## src/core/timer_b_pkg.sv

```systemverilog
package timer_b_pkg;

    // Register byte addresses
    localparam logic [3:0] ADR_CONTROL_A  = 4'h0;
    localparam logic [3:0] ADR_CONTROL_B  = 4'h1;
    localparam logic [3:0] ADR_EVENT_CTRL = 4'h4;
    localparam logic [3:0] ADR_INT_ENABLE = 4'h5;
    localparam logic [3:0] ADR_INT_FLAG   = 4'h6;
    localparam logic [3:0] ADR_RUN_STATUS = 4'h7;
    localparam logic [3:0] ADR_DEBUG_CTRL = 4'h8;
    localparam logic [3:0] ADR_CNT_LOW    = 4'hA;
    localparam logic [3:0] ADR_CNT_HIGH   = 4'hB;
    localparam logic [3:0] ADR_CAPTURE_COMPARE_VALUE_LOW   = 4'hC;
    localparam logic [3:0] ADR_CAPTURE_COMPARE_VALUE_HIGH  = 4'hD;

    // Writable bits of each register, all others read zero
    localparam logic [7:0] CONTROL_A_WMASK  = 8'h57;
    localparam logic [7:0] CONTROL_B_WMASK  = 8'h77;
    localparam logic [7:0] EVENT_CTRL_WMASK = 8'h51;
    localparam logic [7:0] BIT0_WMASK       = 8'h01;
    localparam logic [7:0] REG_RESET        = 8'h00;
    localparam logic [15:0] WORD_RESET      = 16'h0000;

    localparam int FILTER_SAMPLES = 4;

    typedef enum logic [1:0] {
        CLOCK_UNDIVIDED     = 2'b00,
        CLOCK_HALF          = 2'b01,
        CLOCK_FROM_COMP_ALT = 2'b10,
        CLOCK_FROM_COMPANION = 2'b11
    } clock_select_e;

    typedef enum logic [2:0] {
        MODE_PERIODIC          = 3'b000,
        MODE_TIMEOUT           = 3'b001,
        MODE_CAPTURE           = 3'b010,
        FREQUENCY_MEASURE_MODE = 3'b011,
        PULSE_WIDTH_MODE       = 3'b100,
        FREQUENCY_AND_WIDTH_MODE = 3'b101,
        MODE_SINGLE_SHOT       = 3'b110,
        EIGHT_BIT_PULSE_MODE   = 3'b111
    } count_mode_e;

    typedef enum logic [1:0] {
        FP_IDLE     = 2'b00,
        FP_MEASURE  = 2'b01,
        FP_CAPTURED = 2'b10
    } fp_phase_e;

    typedef struct packed {
        logic       rsv7;
        logic       standby_run;
        logic       rsv5;
        logic       sync_restart;
        logic       rsv3;
        logic [1:0] clock_select;
        logic       enable;
    } control_a_s;

    typedef struct packed {
        logic       rsv7;
        logic       async_output;
        logic       output_initial_level;
        logic       waveform_output_enable;
        logic       rsv3;
        logic [2:0] count_mode;
    } control_b_s;

    typedef struct packed {
        logic       rsv7;
        logic       noise_filter;
        logic       rsv5;
        logic       edge_select;
        logic [2:0] rsv3_1;
        logic       capture_event_input_enable;
    } event_control_s;

endpackage : timer_b_pkg

```

## src/core/timer_b_core.sv

```systemverilog
// What this block does
// - Enable bit turns the counter on; while zero the counter stays idle.
// - Clock select: full clock, half clock, or companion timer clock.
// - Standby-run keeps counting in standby; ignored on companion clock.
// - Sync restart clears counter on companion restart; not on half clock.
// - Single-shot output rises at counter start, or at event when async.
// - Initial level bit sets pin level, except single-shot and 8-bit PWM.
// - Waveform enable makes the waveform override the port pin value.
// - Three-bit count mode field selects one of eight counting modes.
// - Noise filter bit routes the event input through the filter, except on the async single-shot output.
// - Event input enable gates all event-driven counter actions.
// - Periodic and 8-bit PWM modes ignore events and edges.
// - Time-out mode: selected edge starts, opposite edge stops counter.
// - Capture mode: selected edge copies count and raises flag.
// - Frequency mode: selected edge captures, clears, restarts, flags.
// - Pulse-width mode: selected edge restarts, opposite edge captures.
// - Combined mode: restart, capture on opposite, stop and flag on next.
// - Single-shot starts on rising edge, or on either edge if selected.
// - Filter passes a change only after four equal samples.
// - Flag clears on write of one, or capture read in capture modes.
//
// Local design decision: the address-and-strobe port.
`timescale 1ns/100ps
`default_nettype none

module timer_b_core
    import timer_b_pkg::*;
(
    input  wire logic        CLK,          // Peripheral clock, 25 MHz
    input  wire logic        RST_N,        // Async reset, active low
    input  wire logic [3:0]  ADDR,         // Register byte address
    input  wire logic [7:0]  WDATA,        // Write data
    input  wire logic        WR,           // Write strobe
    input  wire logic        RD,           // Read strobe
    output logic      [7:0]  RDATA,        // Read data, cycle after RD
    input  wire logic        EVENT_IN,     // Event channel level
    input  wire logic        COMP_TICK,    // Companion timer clock tick
    input  wire logic        COMP_RESTART, // Companion restart/overflow
    input  wire logic        STANDBY,      // Standby sleep active
    input  wire logic        DEBUG_HALT,   // CPU halted in debug
    output logic             WAVE_OUT,     // Waveform level for the pin
    output logic             PIN_OVERRIDE, // Waveform owns the pin
    output logic             IRQ,          // Capture interrupt request
    output logic             RUNNING       // Counter running
);

    control_a_s     control_a_r;
    control_b_s     control_b_r;
    event_control_s event_control_r;
    logic           int_enable_r;
    logic           int_flag_r;
    logic           debug_run_r;
    logic [15:0]    cnt_r;
    logic [15:0]    capture_compare_value_r;
    logic           run_r;
    fp_phase_e      fp_r;
    fp_phase_e      fp_nxt;
    logic           sync1_r;
    logic           sync2_r;
    logic           raw_prev_r;
    logic [FILTER_SAMPLES-1:0] filt_hist_r;
    logic           filt_lvl_r;
    logic           ev_prev_r;
    logic           async_hi_r;
    logic           div_r;

    count_mode_e    mode;
    clock_select_e  clk_sel;
    logic           wr_a;
    logic           wr_b;
    logic           wr_ev;
    logic           wr_cnt;
    logic           wr_cc;
    logic           ev_lvl;
    logic           rise;
    logic           fall;
    logic           sel_edge;
    logic           opp_edge;
    logic           ev_on;
    logic           halted;
    logic           clk_tick;
    logic           tick;
    logic [15:0]    top;
    logic           top_hit;
    logic           start;
    logic           stop;
    logic           clear;
    logic           capture;
    logic           flag_ev;
    logic           sync_rst;
    logic           free_mode;
    logic           capture_interrupt_mode;
    logic           wave_lvl;

    assign mode    = count_mode_e'(control_b_r.count_mode);
    assign clk_sel = clock_select_e'(control_a_r.clock_select);
    assign wr_a    = WR && ADDR == ADR_CONTROL_A;
    assign wr_b    = WR && ADDR == ADR_CONTROL_B;
    assign wr_ev   = WR && ADDR == ADR_EVENT_CTRL;
    assign wr_cnt  = WR && (ADDR == ADR_CNT_LOW || ADDR == ADR_CNT_HIGH);
    assign wr_cc   = WR && (ADDR == ADR_CAPTURE_COMPARE_VALUE_LOW || ADDR == ADR_CAPTURE_COMPARE_VALUE_HIGH);

    always_ff @(posedge CLK or negedge RST_N) begin
        if (!RST_N) begin
            control_a_r     <= control_a_s'(REG_RESET);
            control_b_r     <= control_b_s'(REG_RESET);
            event_control_r <= event_control_s'(REG_RESET);
            int_enable_r    <= 1'b0;
            debug_run_r     <= 1'b0;
        end else begin
            if (wr_a) begin
                control_a_r <= control_a_s'(WDATA & CONTROL_A_WMASK);
            end
            if (wr_b) begin
                control_b_r <= control_b_s'(WDATA & CONTROL_B_WMASK);
            end
            if (wr_ev) begin
                event_control_r <= event_control_s'(WDATA & EVENT_CTRL_WMASK);
            end
            if (WR && ADDR == ADR_INT_ENABLE) begin
                int_enable_r <= WDATA[0];
            end
            if (WR && ADDR == ADR_DEBUG_CTRL) begin
                debug_run_r <= WDATA[0];
            end
        end
    end

    // Event pin synchroniser; first stage feeds only the second
    always_ff @(posedge CLK or negedge RST_N) begin
        if (!RST_N) begin
            sync1_r    <= 1'b0;
            sync2_r    <= 1'b0;
            raw_prev_r <= 1'b0;
        end else begin
            sync1_r    <= EVENT_IN;
            sync2_r    <= sync1_r;
            raw_prev_r <= sync2_r;
        end
    end

    // four equal samples before the level moves
    always_ff @(posedge CLK or negedge RST_N) begin
        if (!RST_N) begin
            filt_hist_r <= '0;
            filt_lvl_r  <= 1'b0;
        end else begin
            filt_hist_r <= {filt_hist_r[FILTER_SAMPLES-2:0], sync2_r};
            if (&filt_hist_r) begin
                filt_lvl_r <= 1'b1;
            end else if (~|filt_hist_r) begin
                filt_lvl_r <= 1'b0;
            end
        end
    end

    assign ev_lvl = event_control_r.noise_filter ? filt_lvl_r : sync2_r;

    always_ff @(posedge CLK or negedge RST_N) begin
        if (!RST_N) begin
            ev_prev_r <= 1'b0;
        end else begin
            ev_prev_r <= ev_lvl;
        end
    end

    assign rise     = ev_lvl & ~ev_prev_r;
    assign fall     = ~ev_lvl & ev_prev_r;
    assign sel_edge = event_control_r.edge_select ? fall : rise;
    assign opp_edge = event_control_r.edge_select ? rise : fall;

    // standby gating, not applied on companion clock
    assign halted = (DEBUG_HALT && !debug_run_r)
                  || (STANDBY && !control_a_r.standby_run
                      && clk_sel != CLOCK_FROM_COMPANION
                      && clk_sel != CLOCK_FROM_COMP_ALT);
    assign ev_on = control_a_r.enable && !halted
                 && event_control_r.capture_event_input_enable;

    always_ff @(posedge CLK or negedge RST_N) begin
        if (!RST_N) begin
            div_r <= 1'b0;
        end else begin
            div_r <= ~div_r;
        end
    end

    always_comb begin
        unique case (clk_sel)
            CLOCK_UNDIVIDED:      clk_tick = 1'b1;
            CLOCK_HALF:           clk_tick = div_r;
            CLOCK_FROM_COMP_ALT:  clk_tick = COMP_TICK;
            CLOCK_FROM_COMPANION: clk_tick = COMP_TICK;
        endcase
    end

    assign tick = control_a_r.enable && !halted && clk_tick;

    assign top = (mode == EIGHT_BIT_PULSE_MODE) ? {8'h00, capture_compare_value_r[7:0]}
                                                : capture_compare_value_r;
    assign top_hit = tick && run_r && cnt_r == top;
    assign sync_rst = control_a_r.enable && control_a_r.sync_restart
                    && COMP_RESTART && clk_sel != CLOCK_HALF;
    assign free_mode = mode == MODE_PERIODIC || mode == MODE_CAPTURE
                    || mode == FREQUENCY_MEASURE_MODE
                    || mode == PULSE_WIDTH_MODE
                    || mode == EIGHT_BIT_PULSE_MODE;
    assign capture_interrupt_mode = mode == MODE_CAPTURE
                    || mode == FREQUENCY_MEASURE_MODE
                    || mode == PULSE_WIDTH_MODE
                    || mode == FREQUENCY_AND_WIDTH_MODE;

    always_comb begin
        start   = 1'b0;
        stop    = 1'b0;
        clear   = 1'b0;
        capture = 1'b0;
        flag_ev = 1'b0;
        fp_nxt  = fp_r;
        if (ev_on) begin
            unique case (mode)
                MODE_TIMEOUT: begin
                    start = sel_edge;
                    stop  = opp_edge;
                end
                MODE_CAPTURE: begin
                    capture = sel_edge;
                    flag_ev = sel_edge;
                end
                FREQUENCY_MEASURE_MODE: begin
                    capture = sel_edge;
                    clear   = sel_edge;
                    flag_ev = sel_edge;
                end
                PULSE_WIDTH_MODE: begin
                    clear   = sel_edge;
                    capture = opp_edge;
                    flag_ev = opp_edge;
                end
                FREQUENCY_AND_WIDTH_MODE: begin
                    unique case (fp_r)
                        FP_IDLE: if (sel_edge) begin
                            clear  = 1'b1;
                            start  = 1'b1;
                            fp_nxt = FP_MEASURE;
                        end
                        FP_MEASURE: if (opp_edge) begin
                            capture = 1'b1;
                            fp_nxt  = FP_CAPTURED;
                        end
                        FP_CAPTURED: if (sel_edge) begin
                            stop    = 1'b1;
                            flag_ev = 1'b1;
                            fp_nxt  = FP_IDLE;
                        end
                        default: fp_nxt = FP_IDLE;
                    endcase
                end
                MODE_SINGLE_SHOT: begin
                    start = !run_r && (event_control_r.edge_select
                                       ? (rise || fall) : rise);
                end
                default: ;
            endcase
        end
        if (top_hit && (mode == MODE_PERIODIC || mode == MODE_TIMEOUT
                        || mode == MODE_SINGLE_SHOT
                        || mode == EIGHT_BIT_PULSE_MODE)) begin
            flag_ev = 1'b1;
        end
        if (top_hit && mode == MODE_SINGLE_SHOT) begin
            stop = 1'b1;
        end
    end

    always_ff @(posedge CLK or negedge RST_N) begin
        if (!RST_N) begin
            fp_r <= FP_IDLE;
        end else if (!control_a_r.enable
                     || mode != FREQUENCY_AND_WIDTH_MODE) begin
            fp_r <= FP_IDLE;
        end else begin
            fp_r <= fp_nxt;
        end
    end

    always_ff @(posedge CLK or negedge RST_N) begin
        if (!RST_N) begin
            run_r <= 1'b0;
        end else if (!control_a_r.enable) begin
            run_r <= 1'b0;
        end else if (free_mode) begin
            run_r <= 1'b1;
        end else if (start) begin
            run_r <= 1'b1;
        end else if (stop) begin
            run_r <= 1'b0;
        end
    end

    // Software write beats every internal update
    always_ff @(posedge CLK or negedge RST_N) begin
        if (!RST_N) begin
            cnt_r <= WORD_RESET;
        end else if (WR && ADDR == ADR_CNT_LOW) begin
            cnt_r[7:0] <= WDATA;
        end else if (WR && ADDR == ADR_CNT_HIGH) begin
            cnt_r[15:8] <= WDATA;
        end else if (!control_a_r.enable) begin
            cnt_r <= cnt_r;
        end else if (clear || sync_rst || (top_hit && mode != MODE_CAPTURE
                     && mode != FREQUENCY_AND_WIDTH_MODE
                     && mode != PULSE_WIDTH_MODE
                     && mode != FREQUENCY_MEASURE_MODE)) begin
            cnt_r <= WORD_RESET;
        end else if (tick && run_r) begin
            cnt_r <= cnt_r + 16'h0001;
        end
    end

    always_ff @(posedge CLK or negedge RST_N) begin
        if (!RST_N) begin
            capture_compare_value_r <= WORD_RESET;
        end else if (WR && ADDR == ADR_CAPTURE_COMPARE_VALUE_LOW) begin
            capture_compare_value_r[7:0] <= WDATA;
        end else if (WR && ADDR == ADR_CAPTURE_COMPARE_VALUE_HIGH) begin
            capture_compare_value_r[15:8] <= WDATA;
        end else if (capture) begin
            capture_compare_value_r <= cnt_r;
        end
    end

    always_ff @(posedge CLK or negedge RST_N) begin
        if (!RST_N) begin
            int_flag_r <= 1'b0;
        end else if (flag_ev) begin
            int_flag_r <= 1'b1;
        end else if ((WR && ADDR == ADR_INT_FLAG && WDATA[0])
                     || (RD && ADDR == ADR_CAPTURE_COMPARE_VALUE_LOW && capture_interrupt_mode)) begin
            int_flag_r <= 1'b0;
        end
    end

    // async single-shot output, from the raw synchronised edge
    always_ff @(posedge CLK or negedge RST_N) begin
        if (!RST_N) begin
            async_hi_r <= 1'b0;
        end else if (!control_a_r.enable || stop
                     || mode != MODE_SINGLE_SHOT) begin
            async_hi_r <= 1'b0;
        end else if (control_b_r.async_output && !run_r
                     && event_control_r.capture_event_input_enable
                     && (sync2_r != raw_prev_r)
                     && (event_control_r.edge_select || sync2_r)) begin
            async_hi_r <= 1'b1;
        end
    end

    // initial level outside single-shot and PWM
    always_comb begin
        unique case (mode)
            MODE_SINGLE_SHOT:     wave_lvl = run_r || async_hi_r;
            EIGHT_BIT_PULSE_MODE: wave_lvl = run_r
                                    && cnt_r[7:0] < capture_compare_value_r[15:8];
            default:              wave_lvl = control_b_r.output_initial_level;
        endcase
    end

    always_ff @(posedge CLK or negedge RST_N) begin
        if (!RST_N) begin
            WAVE_OUT     <= 1'b0;
            PIN_OVERRIDE <= 1'b0;
            IRQ          <= 1'b0;
            RUNNING      <= 1'b0;
        end else begin
            WAVE_OUT     <= control_b_r.waveform_output_enable && wave_lvl;
            PIN_OVERRIDE <= control_b_r.waveform_output_enable;
            IRQ          <= int_flag_r && int_enable_r;
            RUNNING      <= run_r;
        end
    end

    always_ff @(posedge CLK or negedge RST_N) begin
        if (!RST_N) begin
            RDATA <= REG_RESET;
        end else if (RD) begin
            unique case (ADDR)
                ADR_CONTROL_A:  RDATA <= control_a_r;
                ADR_CONTROL_B:  RDATA <= control_b_r;
                ADR_EVENT_CTRL: RDATA <= event_control_r;
                ADR_INT_ENABLE: RDATA <= {7'h00, int_enable_r};
                ADR_INT_FLAG:   RDATA <= {7'h00, int_flag_r};
                ADR_RUN_STATUS: RDATA <= {7'h00, run_r};
                ADR_DEBUG_CTRL: RDATA <= {7'h00, debug_run_r};
                ADR_CNT_LOW:    RDATA <= cnt_r[7:0];
                ADR_CNT_HIGH:   RDATA <= cnt_r[15:8];
                ADR_CAPTURE_COMPARE_VALUE_LOW:   RDATA <= capture_compare_value_r[7:0];
                ADR_CAPTURE_COMPARE_VALUE_HIGH:  RDATA <= capture_compare_value_r[15:8];
                default:        RDATA <= REG_RESET;
            endcase
        end else begin
            RDATA <= REG_RESET;
        end
    end

    a_disabled_holds: assert property (@(posedge CLK) disable iff (!RST_N)
        !control_a_r.enable && !wr_cnt |=> $stable(cnt_r))
        else $error("counter moved while disabled");
    a_half_clock_rate: assert property (@(posedge CLK) disable iff (!RST_N)
        tick && clk_sel == CLOCK_HALF && !wr_a |=> !tick)
        else $error("half clock ticked twice in a row");
    a_sync_restart: assert property (@(posedge CLK) disable iff (!RST_N)
        sync_rst && !wr_cnt |=> cnt_r == WORD_RESET)
        else $error("sync restart did not clear counter");
    a_wave_off: assert property (@(posedge CLK) disable iff (!RST_N)
        !control_b_r.waveform_output_enable |=> !WAVE_OUT && !PIN_OVERRIDE)
        else $error("waveform drove pin while disabled");
    a_event_gate: assert property (@(posedge CLK) disable iff (!RST_N)
        !ev_on |-> !(capture || clear || (start && !free_mode)))
        else $error("event acted while gated");
    a_mode_ignores: assert property (@(posedge CLK) disable iff (!RST_N)
        mode == MODE_PERIODIC || mode == EIGHT_BIT_PULSE_MODE
        |-> !(capture || clear || start))
        else $error("event acted in periodic or PWM mode");
    a_timeout_start: assert property (@(posedge CLK) disable iff (!RST_N)
        ev_on && mode == MODE_TIMEOUT && sel_edge && !wr_a |=> run_r)
        else $error("timeout edge did not start counter");
    a_freq_capture: assert property (@(posedge CLK) disable iff (!RST_N)
        ev_on && mode == FREQUENCY_MEASURE_MODE && sel_edge && !wr_cc
        |=> capture_compare_value_r == $past(cnt_r) && int_flag_r)
        else $error("frequency capture wrong");
    a_filter_stable: assert property (@(posedge CLK) disable iff (!RST_N)
        $changed(filt_lvl_r)
        |-> $past(filt_hist_r) == {FILTER_SAMPLES{filt_lvl_r}})
        else $error("filter passed an unstable level");
    a_flag_clear: assert property (@(posedge CLK) disable iff (!RST_N)
        WR && ADDR == ADR_INT_FLAG && WDATA[0] && !flag_ev |=> !int_flag_r)
        else $error("flag not cleared by write of one");
    a_read_clear: assert property (@(posedge CLK) disable iff (!RST_N)
        RD && ADDR == ADR_CAPTURE_COMPARE_VALUE_LOW && capture_interrupt_mode && !flag_ev |=> !int_flag_r)
        else $error("flag not cleared by capture read");

    c_single_shot: cover property (@(posedge CLK) disable iff (!RST_N)
        mode == MODE_SINGLE_SHOT && start ##[1:50] stop);
    c_fp_done: cover property (@(posedge CLK) disable iff (!RST_N)
        fp_r == FP_CAPTURED && fp_nxt == FP_IDLE);
    c_pwm_wave: cover property (@(posedge CLK) disable iff (!RST_N)
        mode == EIGHT_BIT_PULSE_MODE && WAVE_OUT ##1 !WAVE_OUT);

endmodule : timer_b_core

`default_nettype wire

```

## config.mk

```make
export PLATFORM = sky130hd
export DESIGN_NAME = timer_b_core
export DESIGN_NICKNAME = d
export VERILOG_FILES = /design/src/core/timer_b_pkg.sv /design/src/core/timer_b_core.sv
export SDC_FILE = /design/constraint.sdc
export NUM_CORES = 1
export LEC_CHECK = 0
export BUFFER_PORTS_ARGS = -buffer_cell sky130_fd_sc_hd__clkbuf_2
export CAP_MARGIN = 20
export CORE_MARGIN = 10
export CORE_UTILIZATION = 50
export CTS_BUF_LIST = sky130_fd_sc_hd__clkbuf_8
export CTS_CLUSTER_DIAMETER = 60
export DETAILED_ROUTE_END_ITERATION = 7
export GPL_ROUTABILITY_DRIVEN = 0
export GPL_TIMING_DRIVEN = 0
export PLACE_DENSITY = 0.66
export SLEW_MARGIN = 20
export SYNTH_ARGS = -nofsm -noshare
export SYNTH_HDL_FRONTEND = slang
export SYNTH_SLANG_ARGS = --single-unit
```

## constraint.sdc

```tcl
create_clock -name CLK -period 3.8 [get_ports CLK]
set_input_delay 0 -clock CLK [delete_from_list [all_inputs] [get_ports CLK]]
set_output_delay 0 -clock CLK [all_outputs]
set_load 0.05 [all_outputs]
```

==> After elaboration in Yosys (flattened, before gate mapping) <==
Cells that the tools add are included.
{ "classes": {"n_addsub": 1, "magnitude_cmp": 1, "eq_ne": 39, "mux": 53, "bitwise_logic": 7, "n_reduce_logical": 88} }
{ "op_table": {"columns": ["operator", "n"], "rows": [
  ["8-bit case mux with 11 select lines", 1],
  ["16-bit two-way mux", 5],
  ["8-bit two-way mux", 7],
  ["1-bit logical AND", 39],
  ["1-bit two-way mux", 26],
  ["4-bit equality test (second input constant)", 5],
  ["1-bit logical OR", 20],
  ["3-bit != test (second input constant)", 6],
  ["16-bit by 1-bit adder with 16-bit output (second input constant)", 1],
  ["16-bit equality test", 1],
  ["4-bit by 3-bit equality test with 1-bit output (second input constant)", 4],
  ["2-bit nonzero test", 8],
  ["3-bit equality test (second input constant)", 4],
  ["2-bit two-way mux", 6],
  ["1-bit case mux with 3 select lines", 4],
  ["2-bit != test (second input constant)", 5],
  ["8-bit less-than comparator", 1],
  ["2-bit equality test (second input constant)", 3],
  ["3-bit by 2-bit equality test with 1-bit output (second input constant)", 2],
  ["3-bit by 2-bit != test with 1-bit output (second input constant)", 2],
  ["1-bit case mux with 2 select lines", 3],
  ["2-bit case mux with 3 select lines", 1],
  ["3-bit AND reduction", 2],
  ["3-bit nonzero test", 2],
  ["other kinds (17)", 31]
]} }
{ "word_totals": {"regBits": 75, "output_inout_bits": 12, "wordCells": 222} }

==> Logic depth before layout (Yosys ltp) <==
Gate-level depths: netlist (run 1).
{ "depth": {"depth_word": 19, "depth_mapped": 11, "depth_no_buf": 10} }

==> Worst setup path after synthesis (run 1) <==
Ideal clock, no wire load.
{ "synth_timing": {"kind": "register -> register", "startpoint": "reg event_control_r[6] in the netlist's numbering", "endpoint": "reg cnt_r[15]", "t_arrival_ns": 2.013, "setup_slack_ns": 1.666, "stages_incl_launch_ff": 11, "path_buffers": 1, "period_less_slack_ns": 2.134, "cell_sequence": "dfrtp_1 > mux2i_1 > inv_1 > ha_1 > mux2i_2 > nor3_4 > o31ai_4 > buf_6 > nor4_2 > o21ai_1 > nand2_1"} }
{ "synth_via": {"elab_chain_cells": 13, "word_cells_on_any_way": 16, "cone_classes": "9 x mux; 3 x bitwise; 4 x reduce/logical"} }
{ "synth_rtl": {"columns": ["element", "line", "rtl"], "rows": [
  ["start, declared", "timer_b_core.sv:49", "event_control_s event_control_r;"],
  ["start signal, assigned", "timer_b_core.sv:107", "event_control_r <= event_control_s'(REG_RESET);"],
  ["start signal, assigned", "timer_b_core.sv:118", "event_control_r <= event_control_s'(WDATA & EVENT_CTRL_WMASK);"],
  ["1-bit two-way mux (*)", "timer_b_core.sv:157", "assign ev_lvl = event_control_r.noise_filter ? filt_lvl_r : sync2_r;"],
  ["net ev_lvl", "timer_b_core.sv:74", "logic ev_lvl;"],
  ["1-bit inverter", "timer_b_core.sv:168", "assign fall = ~ev_lvl & ev_prev_r;"],
  ["1-bit AND", "timer_b_core.sv:168", null],
  ["1-bit two-way mux (*)", "timer_b_core.sv:169", "assign sel_edge = event_control_r.edge_select ? fall : rise;"],
  ["1-bit two-way mux", "timer_b_core.sv:242", "FP_IDLE: if (sel_edge) begin"],
  ["1-bit two-way mux", "timer_b_core.sv:241", "unique case (fp_r)"],
  ["1-bit case mux with 2 select lines (*)", "timer_b_core.sv:221", "unique case (mode)"],
  ["1-bit two-way mux (*)", "timer_b_core.sv:220", "if (ev_on) begin"],
  ["1-bit logical OR (*) (2 in a row)", "timer_b_core.sv:311", "end else if (clear || sync_rst || (top_hit && mode != MODE_CAPTURE"],
  ["16-bit two-way mux", "timer_b_core.sv:311", null],
  ["16-bit two-way mux", "timer_b_core.sv:309", "end else if (!control_a_r.enable) begin"],
  ["8-bit two-way mux", "timer_b_core.sv:307", "end else if (WR && ADDR == ADR_CNT_HIGH) begin"],
  ["end signal, assigned", "timer_b_core.sv:310", "cnt_r <= cnt_r;"],
  ["end signal, assigned", "timer_b_core.sv:317", "cnt_r <= cnt_r + 16'h0001;"],
  ["end, declared", "timer_b_core.sv:53", "logic [15:0] cnt_r;"]
]} }
The timed path passes the listed nets; every way through them passes the cells marked *. The select of a mux whose other input is x is not followed.
A chain may end at the register's enable or synchronous reset.

==> Worst setup path in the final report (run 1) <==
Same ends and word-level chain as after synthesis.

==> impl_metrics.env, run 1 <==
export IMPL_fp_dieW_um=118
export IMPL_via_per_inst=6.11
export IMPL_relSlewSlack=0.577
export IMPL_reg2reg_setup_slack_ps=1150
export IMPL_tns_ps=0
export IMPL_cts_max_level=3
export IMPL_hold_viol=0
export IMPL_ctsResizeCount=0
export IMPL_grt_max_degree=39
export IMPL_period_minus_slack_ps=2650
export IMPL_hpwl_um=10200
export IMPL_crit_required_ps=4060
export IMPL_vias=4211
export IMPL_timing_final_crit_share=0.696
export IMPL_p_leak_nw=2.37
export IMPL_fill_cells=846
export IMPL_rsz0062_at_grt="no"
export IMPL_pre_cts_slack_ps=1170
export IMPL_skew_ps=10.0
export IMPL_clock_latency_ps=360
export IMPL_pin_count=33
export IMPL_synth_area_sq_mm=0.00477
export IMPL_endpoint="cnt_r[15]"
export IMPL_reg2reg_depth=10
export IMPL_drv_cap=0
export IMPL_r2r_start="event_control_r[6]"
export IMPL_die_h_um=118
export IMPL_grt_first_pass_wirelength_um=22700
export IMPL_antennaDiodeCount=0
export IMPL_post_synth_top_area_cell="dfrtp_1"
export IMPL_fin_cells=689
export IMPL_fin_util=0.573
export IMPL_cts_clk_slew_worst_paths_ps=90
export IMPL_synth_async_reset_ratio=1.00
export IMPL_synth_common_cells="dfrtp_1, nor2_1, nand2_1"
export IMPL_p_per_area_mw_per_mm2=556
export IMPL_hp_class="primary input to register"
export IMPL_die_area_sq_mm=0.0139
export IMPL_io_buffers=28
export IMPL_worst_slack_ps=1150
export IMPL_dr_pass1_iters=5
export IMPL_cts_buffers=9
export IMPL_outcome="complete, no violations"
export IMPL_peakVddDrop_mv=0.280
export IMPL_p_total_mw=2.96
export IMPL_fp_row_count=35
export IMPL_crit_path_top_delay_cell="o31ai_4"
export IMPL_dp_cells=671
export IMPL_crit_chain="mux2i_1 > inv_1 > ha_1 > mux2i_2 > nor3_4 > o31ai_4 > buf_6 > nor4_2 > o21ai_1 > nand2_1"
export IMPL_synthesis_nets=544
export IMPL_core_sq_mm=0.00928
export IMPL_hold_slack_ps=16.1
export IMPL_synth_top_area_frac=0.388
export IMPL_synth_warnings=0
export IMPL_cts_tree="done"
export IMPL_num_nets_final=586
export IMPL_path_class="register to register"
export IMPL_yosys_cell_count_top_type="dfrtp_1"
export IMPL_worstSetupStartpointType="register"
export IMPL_slew_violations=0
export IMPL_grt_overflow_total=0
export IMPL_max_freq_mhz=378
export IMPL_setup_worst_path_start="event_control_r[6]"
export IMPL_synth_edf_count=0
export IMPL_synth_area_leaders="dfrtp_1, mux2_2, a22oi_1"
export IMPL_layout_drive_gt1_share=0.211
export IMPL_worst_slew_pin_slew_ps=634
export IMPL_clockBufferDepth=2
export IMPL_cp_arrival_ps=2900
export IMPL_drt_iter0_drc=389
export IMPL_ant_nets=0
export IMPL_avgRoutedWirePerCell_um=20.4
export IMPL_worstPathMaxFanout=10
export IMPL_avgSynthCellArea_sq_um=9.31
export IMPL_clock_sinks=74
export IMPL_wirelength_um=14000
export IMPL_start_util=0.514
export IMPL_grt_pass1_vias=4093
export IMPL_cts_root_buffer="clkbuf_8"
export IMPL_synthCells=513
export IMPL_grtUsageTotal=0.202
export IMPL_synth_seq_cells=74
export IMPL_rr_endpoint="cnt_r[15]"
export IMPL_fin_area_sq_mm=0.00532
export IMPL_yosysSeqAreaShare=0.388
export IMPL_ys_types=76
export IMPL_placed_cell_area_sq_mm=0.00510
export IMPL_worst_setup_path_end_kind="register"
export IMPL_setup_viol=0
export IMPL_synth_ff_type="dfrtp_1"
export IMPL_areaGrowthSynthToFinish_pct=11.5
export IMPL_worst_path_largest_cell_delay_ps=420
export IMPL_antenna_found_initial=0
export IMPL_drc_errors=0
[how the worst min path moves through the flow]
stage          startpoint  cells after the start    endpoint
2_1_floorplan       RST_N                      0         IRQ
3_3_place_gp     EVENT_IN                      1     sync1_r
3_5_place_dp        RST_N                      1     fp_r[1]
4_1_cts          WDATA[3]                      3   cnt_r[11]
5_1_grt          WDATA[3]                      3    cnt_r[3]
6_report               RD                      4  int_flag_r
[flip-flops by register name (all words and copies together), names as in the netlist, 2 cells and up]
name                     count
control_a_r                  3
RDATA                        8
capture_compare_value_r     16
fp_r                         2
cnt_r                       16
filt_hist_r                  4
clk_sel                      2
control_b_r                  3
mode                         3
event_control_r              3
[power breakdown]
part | internal [mW] | leakage [nW] | total, mW | switching [mW]
sequential | 0.947 | 0.846 | 1.13 | 0.183
clock | 0.307 | 0.0921 | 0.636 | 0.329
combinational | 0.500 | 1.43 | 1.19 | 0.691
[cell families (layout without fill, tap and decap cells)]
kind of cell               Yosys count  after routing  synth area share
and+or+nand+nor                    192            192             0.226
AOI/OAI and AO/OA                  128            128             0.188
DFF                                 74             74             0.388
buffers and inverters               59            106            0.0639
muxes                               39             39            0.0875
xor gates and xnor gates            11             11            0.0202
adders and majority gates           10             10            0.0262
[critical path, delay by kind of cell (launching register included)]
kind	cells	cell delay (ps)
mux	2	730
compound gates	2	550
flops	1	400
buf+inv	2	320
simple gates	3	270
fa+ha+maj	1	250
[layer usage]
layer / vias to the layer above / track usage / wire length, um
li1: 1959 / - / -
met1: 2068 / 0.283 / 6390
met2: 156 / 0.303 / 6330
met3: 28 / 0.0345 / 926
met4: 0 / 0.0734 / 391
met5: - / 0 / 0
[final cells by class]
| class | count | area [sq um] | share of cell area |
|---|---|---|---|
| repair buffers | 31 | 183 | 0.0343 |
| clock inverters | 7 | 78.8 | 0.0148 |
| inverters | 17 | 63.8 | 0.0120 |
| flip-flops and latches | 74 | 1850 | 0.348 |
| plain buffers | 42 | 241 | 0.0454 |
| well taps | 129 | 161 | 0.0303 |
| multi-input cells | 380 | 2620 | 0.492 |
| clock buffers | 9 | 124 | 0.0233 |
[repair_timing]
action | in CTS | in global routing
hold buffers | 2 | 0
buffers inserted | 0 | 0
hold endpoints to repair | 37 | 0
[cells in the final DEF (no fill, tap or decap), types with 5 or more instances in the layout]
cell / n
and2_1: 7
clkbuf_1: 10
nand4_1: 6
nor3_1: 6
mux2i_1: 19
nor4_1: 16
a21oi_1: 33
dfrtp_1: 74
inv_1: 17
clkbuf_2: 28
a22oi_1: 26
buf_4: 5
o21ai_0: 24
buf_2: 18
ha_1: 10
nand2_1: 36
nand3_1: 21
and3_1: 19
clkbuf_8: 9
o21ai_1: 5
nor2_1: 40
mux2_2: 19
nor2b_1: 5
xnor2_1: 7
No activity file was read; power rests on OpenSTA's default activity.
==> inputs of run 2 (changes only) <==
Clock period 3.8 ns to 2.5 ns, I/O delays scaled along.
==> run 2 against run 1 <==
Net effect: cell area up 2.1%; clock power is 53% higher; combinational power increased by 59%; die area is the same; critical path type unchanged; via count increased by 1.4%; largest power group unchanged; first-iteration DRC count increased by 22%; fmax rose by 9.6%; global-route usage barely moved; total power grew 55%; register-to-register slack worse by 1100 ps; clock skew is essentially flat; setup slack worse by 1100 ps.
==> impl_metrics.env, run 2 (same netlist as run 1, synthesis figures left out) <==
export IMPL_start_util=0.514
export IMPL_tns_ps=0
export IMPL_grt_max_degree=39
export IMPL_hp_class="primary input to register"
export IMPL_slew_violations=0
export IMPL_crit_path_top_delay_cell="dfrtp_1"
export IMPL_pre_cts_slack_ps=-132
export IMPL_die_h_um=118
export IMPL_drc_errors=0
export IMPL_cp_arrival_ps=2660
export IMPL_cts_tree="done"
export IMPL_grt_pass1_vias=4095
export IMPL_wirelength_um=14200
export IMPL_areaGrowthSynthToFinish_pct=13.8
export IMPL_grt_overflow_total=0
export IMPL_cts_max_level=3
export IMPL_final_common_cell="dfrtp_1"
export IMPL_clock_sinks=74
export IMPL_path_class="register to register"
export IMPL_p_per_area_mw_per_mm2=842
export IMPL_timing_final_crit_share=0.966
export IMPL_pin_count=33
export IMPL_avgRoutedWirePerCell_um=20.4
export IMPL_crit_chain="o21ai_0 > a311oi_4 > and3_2 > nand3_2 > buf_2 > o21ai_0 > nand2_1"
export IMPL_num_nets_final=595
export IMPL_vias=4271
export IMPL_outcome="complete, no violations"
export IMPL_drv_cap=0
export IMPL_placed_cell_area_sq_mm=0.00510
export IMPL_p_total_mw=4.58
export IMPL_worst_setup_path_end_kind="register"
export IMPL_worstSetupStartpointType="register"
export IMPL_cts_root_buffer="clkbuf_8"
export IMPL_cts_clk_slew_worst_paths_ps=90
export IMPL_cp_top_family="compound AO/OA/AOI/OAI gates"
export IMPL_grtUsageTotal=0.202
export IMPL_antenna_found_initial=0
export IMPL_clock_latency_ps=360
export IMPL_fp_row_count=35
export IMPL_antennaDiodeCount=0
export IMPL_layout_drive_gt1_share=0.237
export IMPL_worstPathMaxFanout=10
export IMPL_cts_buffers=9
export IMPL_worst_path_largest_cell_delay_ps=570
export IMPL_rsz0062_at_grt="yes"
export IMPL_via_per_inst=6.12
export IMPL_relSlewSlack=0.574
export IMPL_io_buffers=28
export IMPL_max_freq_mhz=414
export IMPL_clockBufferDepth=2
export IMPL_layout_common_cells="dfrtp_1, nor2_1, nand2_1"
export IMPL_hpwl_um=10200
export IMPL_p_leak_nw=2.41
export IMPL_peakVddDrop_mv=0.427
export IMPL_grt_first_pass_wirelength_um=22800
export IMPL_crit_top_cell="o21ai_0"
export IMPL_dr_pass1_iters=5
export IMPL_ant_nets=0
export IMPL_worst_slew_pin_slew_ps=639
export IMPL_hold_viol=0
export IMPL_core_sq_mm=0.00928
export IMPL_reg2reg_setup_slack_ps=90
export IMPL_fin_area_sq_mm=0.00544
export IMPL_crit_required_ps=2750
export IMPL_setup_viol=0
export IMPL_reg_largest_list="capture_compare_value_r x16, cnt_r x16, RDATA x8"
export IMPL_period_minus_slack_ps=2410
export IMPL_crit_buf_inv=1
export IMPL_skew_ps=10.3
export IMPL_fp_dieW_um=118
export IMPL_die_area_sq_mm=0.0139
export IMPL_drt_iter0_drc=474
export IMPL_worst_slack_ps=85.9
[run 2: cell count changes in the layout (fill, tap and decap cells not counted), moves of 2 or more]
cell,before,now
mux2i_1,19,17
ha_1,10,8
o21ai_1,5,8
o21ai_0,24,21
nor4_2,2,4
buf_4,5,14
ha_2,0,2
clkbuf_4,1,3
nor4_1,16,14
[run 2: timing repair]
item,4_1_cts,5_1_grt
hold buffers,2,0
pin swaps,0,4
gates resized for setup,2,13
buffers inserted,0,9
setup endpoints to repair,18,32
hold endpoints to repair,37,0
[run 2: layer usage]
| layer | up-vias | wire length (um) | GRT usage |
|---|---|---|---|
| met5 | - | 0 | 0 |
| met4 | 0 | 504 | 0.0734 |
| met3 | 38 | 841 | 0.0345 |
| met2 | 164 | 6330 | 0.303 |
| met1 | 2094 | 6550 | 0.284 |
| li1 | 1975 | - | - |
[run 2: final timing paths]
kind | from | end | cells past startpoint
hold / removal | RD | int_flag_r | 4
setup / recovery | run_r | cnt_r[7] | 7
max in group asynchronous | RST_N | cnt_r[3] | 3
setup reg to reg | run_r | cnt_r[7] | 7
hold reg to reg | sync1_r | sync2_r | 0
min in group asynchronous | RST_N | fp_r[1] | 2
[run 2: metrics by stage]
stage | cells | util | hold WS (ps)
6_report | 698 | 0.585 | 10.9
5_1_grt | 698 | 0.585 | 20.6
4_1_cts | 689 | 0.575 | 9.45
3_5_place_dp | 671 | 0.549 | 41.7
3_3_place_gp | 670 | 0.547 | 108
2_1_floorplan | 513 | - | -296
[run 2: where the power goes]
group | switching [mW] | internal (mW) | total (mW) | leakage [nW]
registers | 0.283 | 1.44 | 1.72 | 0.846
clock network | 0.503 | 0.467 | 0.971 | 0.0921
logic | 1.08 | 0.810 | 1.89 | 1.47
total | 1.86 | 2.72 | 4.58 | 2.41
[run 2: area by class of cell]
type | count | area [sq um]
Inverter | 17 | 63.8
Sequential cell | 74 | 1850
Fill cell | 830 | 3850
Buffer | 42 | 246
Tap cell | 129 | 161
Multi-Input combinational cell | 380 | 2660
Clock buffer | 9 | 124
Timing Repair Buffer | 40 | 250
Clock inverter | 7 | 78.8
[run 2: worst register-to-register path, stage by stage (launching register included)]
cell	delay (ps)
dfrtp_1	570
o21ai_0	240
a311oi_4	500
and3_2	300
nand3_2	210
buf_2	300
o21ai_0	100
nand2_1	80
==> inputs of run 3 (changes only) <==
Settings changed: SETUP_SLACK_MARGIN from default to 0.5.
==> run 3 against run 2 <==
Net effect: the run now ends with negative hold slack left; setup slack improved by 59 ps; combinational power rose by 30%; highest routed layer unchanged; cell area rose by 15%; critical path type unchanged; fmax rose by 2.5%.
==> impl_metrics.env, run 3 (same netlist as run 1, synthesis figures left out) <==
export IMPL_grt_first_pass_wirelength_um=23900
export IMPL_peakVddDrop_mv=0.413
export IMPL_clock_sinks=74
export IMPL_drc_errors=0
export IMPL_setup_viol=0
export IMPL_hpwl_um=10100
export IMPL_p_total_mw=5.15
export IMPL_worst_setup_path_end_kind="register"
export IMPL_cts_tree="done"
export IMPL_hp_class="primary input to register"
export IMPL_worstSetupStartpointType="register"
export IMPL_cts_root_buffer="clkbuf_8"
export IMPL_r2r_start="event_control_r[6]"
export IMPL_die_h_um=118
export IMPL_layout_drive_gt1_share=0.380
export IMPL_num_nets_final=631
export IMPL_reg_largest_list="capture_compare_value_r x16, cnt_r x16, RDATA x8"
export IMPL_relSlewSlack=0.588
export IMPL_areaGrowthSynthToFinish_pct=31.4
export IMPL_worst_slew_pin_slew_ps=618
export IMPL_pin_count=33
export IMPL_failed_checks="negative hold slack"
export IMPL_fill_cells=735
export IMPL_clock_latency_ps=380
export IMPL_hold_viol=1
export IMPL_layout_common_cells="dfrtp_1, buf_4, nand2_1"
export IMPL_cts_buffers=9
export IMPL_wirelength_um=15600
export IMPL_skew_ps=16.5
export IMPL_worstPathMaxFanout=6
export IMPL_grt_max_degree=39
export IMPL_rsz0062_at_grt="yes"
export IMPL_drt_iter0_drc=481
export IMPL_fp_row_count=35
export IMPL_dr_pass1_iters=5
export IMPL_cts_clk_slew_worst_paths_ps=100
export IMPL_die_area_sq_mm=0.0139
export IMPL_timing_final_crit_share=0.942
export IMPL_antenna_found_initial=0
export IMPL_antennaDiodeCount=0
export IMPL_crit_required_ps=2810
export IMPL_path_class="register to register"
export IMPL_core_sq_mm=0.00928
export IMPL_slew_violations=0
export IMPL_drv_cap=0
export IMPL_start_util=0.514
export IMPL_clockBufferDepth=2
export IMPL_fin_util=0.676
export IMPL_p_per_area_mw_per_mm2=821
export IMPL_cp_arrival_ps=2670
export IMPL_tns_ps=0
export IMPL_avgRoutedWirePerCell_um=21.3
export IMPL_fin_area_sq_mm=0.00627
export IMPL_period_minus_slack_ps=2350
export IMPL_p_leak_nw=2.70
export IMPL_pre_cts_slack_ps=41.7
export IMPL_hold_slack_ps=-0.497
export IMPL_grt_pass1_vias=4292
export IMPL_hp_start="RD"
export IMPL_io_buffers=28
export IMPL_outcome="complete, but fails checks"
export IMPL_worst_slack_ps=145
export IMPL_fp_dieW_um=118
export IMPL_setup_worst_path_start="event_control_r[6]"
export IMPL_ant_nets=0
export IMPL_max_freq_mhz=425
export IMPL_final_common_cell="dfrtp_1"
export IMPL_via_per_inst=6.23
export IMPL_cts_max_level=3
export IMPL_vias=4575
export IMPL_grt_overflow_total=0
export IMPL_grtUsageTotal=0.214
export IMPL_placed_cell_area_sq_mm=0.00512
## run 3: changes by cell type in the layout (fill, tap and decap cells not counted), moves of 9 or more
cell,previous run,this run
nor2_1,39,20
o21ai_0,21,12
a21oi_2,2,14
nor4_1,14,1
buf_6,4,18
a21oi_1,33,21
nor2_2,1,13
buf_4,14,36
## run 3: repair_timing
action                     4_1_cts  5_1_grt
gates resized for setup         65       71
hold buffers                     3        0
gates cloned                     4        2
setup endpoints to repair       35       37
pin swaps                       20       17
hold endpoints to repair        39        0
setup buffers                   27       11
## run 3: per-stage QoR
step | std cells | hold WS [ps]
finish | 734 | -0.497
global route | 734 | 12.7
CTS | 721 | 0.657
detailed placement | 671 | 45.3
global placement | 670 | 108
floorplan | 513 | -296
## run 3: per-layer routing
layer	global-route usage	part of all wire	vias up
met2	0.318	0.46	222
met1	0.298	0.42	2254
li1	-	-	2061
met3	0.0360	0.087	38
met5	0	0	-
met4	0.0958	0.035	0
## run 3: worst max-delay path, cell delays in order (launching register included)
cell	delay (ps)
dfrtp_1	430
mux2i_4	320
inv_2	80
ha_4	170
mux2i_4	210
nor3_4	60
buf_12	150
or2_4	260
buf_6	150
nor4_2	230
o21ai_1	140
nand2_1	80
## run 3: worst paths after layout
path	cells after the start	slack, ps	to
worst max-delay path	11	150	cnt_r[12]
worst min-delay path	4	-0.5	int_flag_r
worst max register to register	11	150	cnt_r[12]
worst min register to register	0	360	sync2_r
max in group asynchronous	3	1720	cnt_r[6]
min in group asynchronous	2	170	fp_r[1]
## run 3: final cells by class
class                      instances  area, sq um  area share
sequential                        74         1850       0.295
clock inverter                     7         67.6      0.0108
multi-input combinational        381         3070       0.489
buffer                            42          317      0.0505
tap                              129          161      0.0257
clock buffer                       9          124      0.0197
inverter                          17         63.8      0.0102
timing repair buffer              75          622      0.0991
## run 3: report_power, final
part | internal (mW) | switching, mW | total, mW
logic | 1.11 | 1.34 | 2.45
registers | 1.44 | 0.318 | 1.76
clock network | 0.390 | 0.554 | 0.943
